`src/agc_pkg.sv`:
```
// Constants shared by the gain-2 calibration register bank and its datapath
// Notes on behaviour
// - Offset field is 15-bit two's complement, one step is a quarter result LSB.
// - Offset 0x3FFF adds 4095.75, 0x7FFF subtracts 0.25, 0x4000 subtracts 4096.
// - Offset correction acts only on conversions taken with amplifier gain 2.
// - Gain field is fixed point, bits 13..0 fractional, scales the result.
// - Gain 0x4000 is unity, 0x2000 half, 0x7FFF nearly two, 0x0001 tiny.
// - Gain code zero is illegal and forces the corrected gain-2 result to zero, except on the transimpedance and temperature channels.
// - Gain correction skips the transimpedance and temperature sensor channels.
// - Reset leaves gain at unity and offset at zero, so results pass unchanged.
package agc_pkg;

  // Register byte addresses
  localparam logic [15:0] GAIN2_GAIN_CORRECTION_ADDR   = 16'h2274;
  localparam logic [15:0] GAIN2_OFFSET_CORRECTION_ADDR = 16'h22c8;
  localparam logic [15:0] CONVERSION_RESULT_DATA_ADDR  = 16'h2300;

  // Field layout
  localparam int unsigned CAL_FIELD_WIDTH = 15;
  localparam int unsigned GAIN_FRAC_BITS  = 14;
  localparam int unsigned OFFSET_FRAC_BITS = 2;
  localparam int unsigned RESULT_WIDTH    = 16;

  // Reset values
  localparam logic [14:0] GAIN_RESET   = 15'h4000;
  localparam logic [14:0] OFFSET_RESET = 15'h0000;
  localparam logic [15:0] RESULT_RESET = 16'h0000;

  // Unity gain, used for channels that take offset only
  localparam logic [14:0] GAIN_UNITY = 15'h4000;

endpackage : agc_pkg

```
`src/agc_gain2_cal.sv`:
```
// Gain-2 calibration register bank with APB slave and result correction
//
// Register access over APB was left to the implementer.
module agc_gain2_cal (
  input  wire logic        I_CORE_CLK,
  input  wire logic        I_RST,
  // APB slave
  input  wire logic        I_PSEL,
  input  wire logic        I_PENABLE,
  input  wire logic        I_PWRITE,
  input  wire logic [15:0] I_PADDR,
  input  wire logic [31:0] I_PWDATA,
  output logic             O_PREADY,
  output logic [31:0]      O_PRDATA,
  output logic             O_PSLVERR,
  // Raw conversion from the converter, same clock
  input  wire logic        I_CONV_VALID,
  input  wire logic [15:0] I_CONV_DATA,
  input  wire logic        I_CONV_PGA_GAIN2,
  input  wire logic        I_CONV_CH_TIA,
  input  wire logic        I_CONV_CH_TEMP,
  // Corrected conversion
  output logic             O_RESULT_VALID,
  output logic [15:0]      O_CONVERSION_RESULT_DATA
);

  localparam int unsigned CW = agc_pkg::CAL_FIELD_WIDTH;
  localparam int unsigned DW = agc_pkg::RESULT_WIDTH;

  logic [CW-1:0] gain2_gain_correction_q;
  logic [CW-1:0] gain2_offset_correction_q;
  logic [DW-1:0] conversion_result_data_q;
  logic          pready_q;
  logic [31:0]   prdata_q;
  logic          pslverr_q;
  logic          corr_valid;
  logic [DW-1:0] corr_data;

  // Address decode
  wire sel_gain   = I_PADDR == agc_pkg::GAIN2_GAIN_CORRECTION_ADDR;
  wire sel_offset = I_PADDR == agc_pkg::GAIN2_OFFSET_CORRECTION_ADDR;
  wire sel_result = I_PADDR == agc_pkg::CONVERSION_RESULT_DATA_ADDR;
  wire mapped     = sel_gain | sel_offset | sel_result;
  // One wait state so that every bus output comes from a flip-flop
  wire access     = I_PSEL & I_PENABLE & ~pready_q;
  // Writes land at the edge where the master sees ready, not one edge early
  wire done       = I_PSEL & I_PENABLE & pready_q;
  wire wr_gain    = done & I_PWRITE & sel_gain;
  wire wr_offset  = done & I_PWRITE & sel_offset;

  // Read mux; upper bits stay zero
  wire [31:0] rd_data = sel_gain   ? {17'h0_0000, gain2_gain_correction_q} :
                        sel_offset ? {17'h0_0000, gain2_offset_correction_q} :
                        sel_result ? {16'h0000, conversion_result_data_q} :
                                     32'h0000_0000;

  // Calibration registers; only bits 14..0 of a write are kept
  always_ff @(posedge I_CORE_CLK) begin
    if (I_RST) begin
      gain2_gain_correction_q   <= agc_pkg::GAIN_RESET;
      gain2_offset_correction_q <= agc_pkg::OFFSET_RESET;
    end else begin
      if (wr_gain) begin
        gain2_gain_correction_q <= I_PWDATA[CW-1:0];
      end
      if (wr_offset) begin
        gain2_offset_correction_q <= I_PWDATA[CW-1:0];
      end
    end
  end

  // Bus answer: ready one cycle into the access phase, error on unmapped
  always_ff @(posedge I_CORE_CLK) begin
    if (I_RST) begin
      pready_q  <= 1'b0;
      prdata_q  <= 32'h0000_0000;
      pslverr_q <= 1'b0;
    end else begin
      pready_q  <= access;
      pslverr_q <= access & ~mapped;
      if (access & ~I_PWRITE) begin
        prdata_q <= rd_data;
      end
    end
  end

  // Correction sits in front of the result register
  agc_corrector #(
    .DATA_W (DW),
    .CAL_W  (CW)
  ) u_corrector (
    .i_clk       (I_CORE_CLK),
    .i_rst       (I_RST),
    .i_valid     (I_CONV_VALID),
    .i_data      (I_CONV_DATA),
    .i_gain2     (I_CONV_PGA_GAIN2),
    .i_skip_gain (I_CONV_CH_TIA | I_CONV_CH_TEMP),
    .i_gain      (gain2_gain_correction_q),
    .i_offset    (gain2_offset_correction_q),
    .o_valid     (corr_valid),
    .o_data      (corr_data)
  );

  // Result register readable by software
  always_ff @(posedge I_CORE_CLK) begin
    if (I_RST) begin
      conversion_result_data_q <= agc_pkg::RESULT_RESET;
    end else if (corr_valid) begin
      conversion_result_data_q <= corr_data;
    end
  end

  assign O_PREADY                 = pready_q;
  assign O_PRDATA                 = prdata_q;
  assign O_PSLVERR                = pslverr_q;
  assign O_RESULT_VALID           = corr_valid;
  assign O_CONVERSION_RESULT_DATA = corr_data;

endmodule // agc_gain2_cal

```
`src/agc_corrector.sv`:
```
// Two-stage offset and gain correction pipeline for one conversion result
module agc_corrector #(
  parameter int unsigned DATA_W = 16,
  parameter int unsigned CAL_W  = 15
) (
  input  wire logic              i_clk,
  input  wire logic              i_rst,
  input  wire logic              i_valid,
  input  wire logic [DATA_W-1:0] i_data,
  input  wire logic              i_gain2,
  input  wire logic              i_skip_gain,
  input  wire logic [CAL_W-1:0]  i_gain,
  input  wire logic [CAL_W-1:0]  i_offset,
  output logic                   o_valid,
  output logic [DATA_W-1:0]      o_data
);

  localparam int unsigned SUM_W  = DATA_W + 5;
  localparam int unsigned PROD_W = SUM_W + CAL_W + 1;
  localparam int unsigned SHIFT  = agc_pkg::GAIN_FRAC_BITS + agc_pkg::OFFSET_FRAC_BITS;

  logic                     s1_valid_q;
  logic                     s1_gain2_q;
  logic [DATA_W-1:0]        s1_raw_q;
  logic signed [SUM_W-1:0]  s1_sum_q;
  logic [CAL_W-1:0]         s1_gain_q;

  // Result in quarter LSBs plus sign-extended offset code
  wire signed [SUM_W-1:0] raw_quarter = $signed({3'b000, i_data, 2'b00});
  wire signed [SUM_W-1:0] off_ext = SUM_W'($signed(i_offset));
  wire signed [SUM_W-1:0] sum_d   = i_gain2 ? raw_quarter + off_ext : raw_quarter;
  // Excluded channels see unity gain, so only the offset reaches them
  wire [CAL_W-1:0] gain_eff = i_skip_gain ? agc_pkg::GAIN_UNITY : i_gain;

  // Stage 1: offset
  always_ff @(posedge i_clk) begin
    if (i_rst) begin
      s1_valid_q <= 1'b0;
      s1_gain2_q <= 1'b0;
      s1_raw_q   <= '0;
      s1_sum_q   <= '0;
      s1_gain_q  <= agc_pkg::GAIN_RESET;
    end else begin
      s1_valid_q <= i_valid;
      if (i_valid) begin
        s1_gain2_q <= i_gain2;
        s1_raw_q   <= i_data;
        s1_sum_q   <= sum_d;
        s1_gain_q  <= gain_eff;
      end
    end
  end

  // Gain is unsigned fixed point: code / 2^14, rounded to nearest LSB
  wire signed [PROD_W-1:0] prod = PROD_W'(s1_sum_q) * $signed({1'b0, s1_gain_q});
  wire signed [PROD_W-1:0] rnd  = prod + $signed(PROD_W'(64'd1 << (SHIFT - 1)));
  wire signed [PROD_W-1:0] scaled = rnd >>> SHIFT;
  // Clamp into the unsigned result range; wrap would turn overrange into noise
  wire sat_lo = scaled < 0;
  wire sat_hi = scaled > $signed(PROD_W'({DATA_W{1'b1}}));
  wire [DATA_W-1:0] clamped = sat_lo ? '0 : (sat_hi ? '1 : scaled[DATA_W-1:0]);
  wire [DATA_W-1:0] res_d = !s1_gain2_q ? s1_raw_q :
                            (s1_gain_q == '0) ? '0 : clamped;

  // Stage 2: gain and clamp
  always_ff @(posedge i_clk) begin
    if (i_rst) begin
      o_valid <= 1'b0;
      o_data  <= agc_pkg::RESULT_RESET;
    end else begin
      o_valid <= s1_valid_q;
      if (s1_valid_q) begin
        o_data <= res_d;
      end
    end
  end

endmodule // agc_corrector

```
`config.mk`:
```
export PLATFORM = sky130hd
export DESIGN_NAME = agc_gain2_cal
export DESIGN_NICKNAME = d
export VERILOG_FILES = /design/src/agc_pkg.sv /design/src/agc_gain2_cal.sv /design/src/agc_corrector.sv
export SDC_FILE = /design/constraint.sdc
export NUM_CORES = 1
export LEC_CHECK = 0
export ABC_CLOCK_PERIOD_IN_PS = 13400
export BUFFER_PORTS_ARGS = -buffer_cell sky130_fd_sc_hd__buf_2
export CAP_MARGIN = 5
export CORE_UTILIZATION = 35
export DETAILED_ROUTE_END_ITERATION = 6
export RECOVER_POWER = 100
export SLEW_MARGIN = 15
export SYNTH_ARGS = -nofsm -noshare
export SYNTH_HDL_FRONTEND = slang
export SYNTH_SLANG_ARGS = --single-unit
export TNS_END_PERCENT = 50
```
`constraint.sdc`:
```
create_clock -name I_CORE_CLK -period 13.4 [get_ports I_CORE_CLK]
set_clock_uncertainty 0.05 [all_clocks]
set_input_delay 0 -clock I_CORE_CLK [delete_from_list [all_inputs] [get_ports I_CORE_CLK]]
set_output_delay 0 -clock I_CORE_CLK [all_outputs]
set_load 0.005 [all_outputs]
```
==> impl_metrics.yaml <==
synth:
  synth_warnings: 0
  ys_ff_latch: 134
  synth_most_common_cell: "inv_1"
  synth_edf_count: 0
  ys_async_sr_fraction_pct: 0
  synth_top_area_cell: "fa_1"
  synth_cells: 1937
  synth_area_um2: 17500
  seq_area_frac_synth_pct: 15.3
  ys_top_cells_by_count: "inv_1, fa_1, nand2_1, nor2_1, and2_1"
  synth_top_area_share_pct: 34.5
  ys_types: 73
  syn_area_per_cell_um2: 9.04
  ys.flop_type: "dfxtp_1"
  netlist_top_cells_area: "fa_1, dfxtp_1, ha_1"
global_routing:
  gr-total-overflow: 0
  antenna_found_initial: 0
  grt.total_usage_pct: 19.1
  grt_pass1_wl_um: 76000
  grt_max_degree: 75
  grt_pass1_vias: 13900
critical_path:
  cp.arrival_ns: 9.05
  worst-r2r-setup-slack_ns: 4.61
  crit_end: "u_corrector.o_data[11]"
  worstPathMaxFanout: 16
  reg2reg_to: "u_corrector.o_data[11]"
  worstSetupPathType: "register to register"
  crit_start: "u_corrector.s1_gain_q[1]"
  r2r_start: "u_corrector.s1_gain_q[1]"
  cp.required_ns: 13.67
  r2r_cells: 21
  critPathLaunchType: "register"
  cp-end-kind: "register"
clock_tree:
  post_cts_buffers: 0
  clkTransAtPathRegs_ns: 0.06
  clkSinkCount: 134
  cts_tree: "built"
  clockRootBuffer: "clkbuf_16"
  cts-resized-gates: 0
  cts_made_buffers: 17
  ctsHoldBuffers: 34
  clk_latency_ns: 0.41
  clockBufferDepth: 2
  htreeDepth: 4
drt:
  drtIter0Drc: 929
  viasPerCell: 4.95
  vias: 13300
  drc: 0
  antenna_left: 0
  wire_per_inst_um: 17.3
  postRouteWirelength_um: 46400
  firstDrtPassIters: 6
final_layout:
  n_antenna_cell: 0
  layout.nets: 2510
  fill_cells: 4944
  drive_above_1_share_pct: 6.48
  area_growth_pct: 10.6
worst_hold_path:
  hp-class: "input pin to register"
status:
  failed_checks: "max-capacitance violations, max-slew violations"
  outcome: "finished, violations left"
power_and_ir_drop:
  p_leak_nw: 9.34
  total_power_w: 0.00102
  peakVddDrop_mv: 0.108
  p_per_area_nw_per_um2: 52.7
floorplan:
  dieWidth_um: 226
  rows: 81
  dieArea_um2: 50900
  coreArea_um2: 49200
  start_util_pct: 35.6
  io_pins: 124
  die_y_um: 226
timing:
  relSlewSlack_pct: -84.9
  tightest_slew_ns: 2.77
  finalCriticalPeriod_ns: 8.79
  final-hold-violation-count: 0
  finalSetupViolCount: 0
  drv_slew: 68
  rsz0062_at_grt: "no"
  fmax_mhz: 114
  fin_setup_tns_ns: 0
  period_share_pct: 65.6
place:
  post-dp-hpwl_um: 35900
  globalplace.congestion: 0.872
  io_buffers: 90
flow_run:
  drv_cap: 2
==> metrics by stage <==
| stage | std cells | area [um2] | setup slack, ns | hold WS, ns | utilization (%) |
|---|---|---|---|---|---|
| detailed placement | 2622 | 18600 | 5.33 | 0.194 | 37.8 |
| global route | 2687 | 19400 | 4.14 | 0.0738 | 39.4 |
| finish | 2687 | 19400 | 4.61 | 0.0366 | 39.4 |
| CTS | 2687 | 19500 | 5.30 | 0.0223 | 39.6 |
| floorplan | 1952 | 17600 | 6.91 | 0.0679 | - |
| global placement | 2622 | 18600 | 5.52 | 0.192 | 37.8 |
==> worst max-delay path: stages (launching register included) <==
cell	delay (ns)
dfxtp_1	0.60
clkbuf_1	0.66
nand2_1	0.28
fa_1	0.72
inv_1	0.16
fa_1	0.54
fa_1	0.45
fa_1	0.54
fa_1	0.50
inv_1	0.05
fa_1	0.49
inv_1	0.05
ha_1	0.36
nand2_1	0.10
nor2_1	0.24
nand4_2	0.15
nor4_1	0.70
o21ai_0	0.33
o2111ai_1	0.18
nor2b_1	0.91
o31ai_1	0.34
a211oi_1	0.28
==> power breakdown <==
group / internal (W) / switching [W] / total (W) / leakage [nW]
clock network: 0.000287 / 0.000168 / 0.000455 / 0.279
logic: 0.0000547 / 0.0000766 / 0.000131 / 7.97
registers: 0.000411 / 0.0000244 / 0.000436 / 1.09
total: 0.000753 / 0.000269 / 0.00102 / 9.34
==> placed cells by master (no fill, tap or decap), types with 5 or more instances in the layout <==
master / instances
nand3_1: 11
a21boi_0: 13
conb_1: 16
a31oi_1: 5
nor4_1: 5
o31ai_1: 15
buf_4: 22
a22oi_1: 28
o21ai_0: 18
clkbuf_16: 17
nand2b_1: 7
a311oi_1: 14
nor2_1: 148
dfxtp_1: 134
ha_1: 124
dlygate4sd3_1: 34
a21oi_1: 28
nor2b_1: 8
nor3_1: 20
inv_1: 381
a21o_1: 11
a211oi_1: 28
nand4_1: 6
fa_1: 302
nand2_1: 202
xor2_1: 11
and2_1: 145
xnor2_1: 21
mux2i_1: 70
buf_2: 63
clkbuf_1: 36
==> flip-flops by register name, indices dropped and copies added, names as in the netlist, 15 cells and up <==
name / flops
u_corrector.o_data: 16
O_PRDATA: 16
u_corrector.s1_sum_q: 20
gain2_gain_correction_q: 15
u_corrector.s1_raw_q: 16
u_corrector.s1_gain_q: 15
conversion_result_data_q: 16
gain2_offset_correction_q: 15
==> cell type report <==
type | count | area, um2 | area share (%)
sequential | 134 | 2680 | 13.8
inverter | 381 | 1430 | 7.38
clock buffer | 23 | 478 | 2.47
multi-input combinational | 1325 | 12900 | 66.6
tap | 664 | 831 | 4.29
clock inverter | 8 | 98.8 | 0.510
timing repair buffer | 152 | 945 | 4.87
==> worst min path at each step <==
stage | startpoint | to | slack, ns | cells after the start
after floorplan | I_PWDATA[14] | gain2_gain_correction_q[14] | 0.07 | 1
after global placement | I_PWDATA[14] | gain2_gain_correction_q[14] | 0.19 | 2
after detailed placement | I_PWDATA[14] | gain2_gain_correction_q[14] | 0.19 | 2
after CTS | I_CONV_PGA_GAIN2 | u_corrector.s1_sum_q[0] | 0.02 | 3
after global routing | I_CONV_PGA_GAIN2 | u_corrector.s1_sum_q[0] | 0.07 | 3
final | I_CONV_PGA_GAIN2 | u_corrector.s1_sum_q[0] | 0.04 | 3
==> per-layer routing <==
layer	track usage (%)	up-vias	part of all wire (%)
met4	4.78	0	2.1
met2	32.4	406	49
li1	-	6139	-
met5	0	-	0
met1	25.9	6687	44
met3	2.06	57	5.0
==> cells by family after synthesis <==
| group | share of synthesized area (%) |
|---|---|
| buffers and inverters | 11.0 |
| and+or+nand+nor | 15.7 |
| AOI/OAI and AO/OA | 8.83 |
| DFF | 15.3 |
| xor gates and xnor gates | 1.60 |
| adders and majority gates | 43.4 |
| other | 0.0214 |
| muxes | 4.14 |
Power figures use the tool's default switching activity.
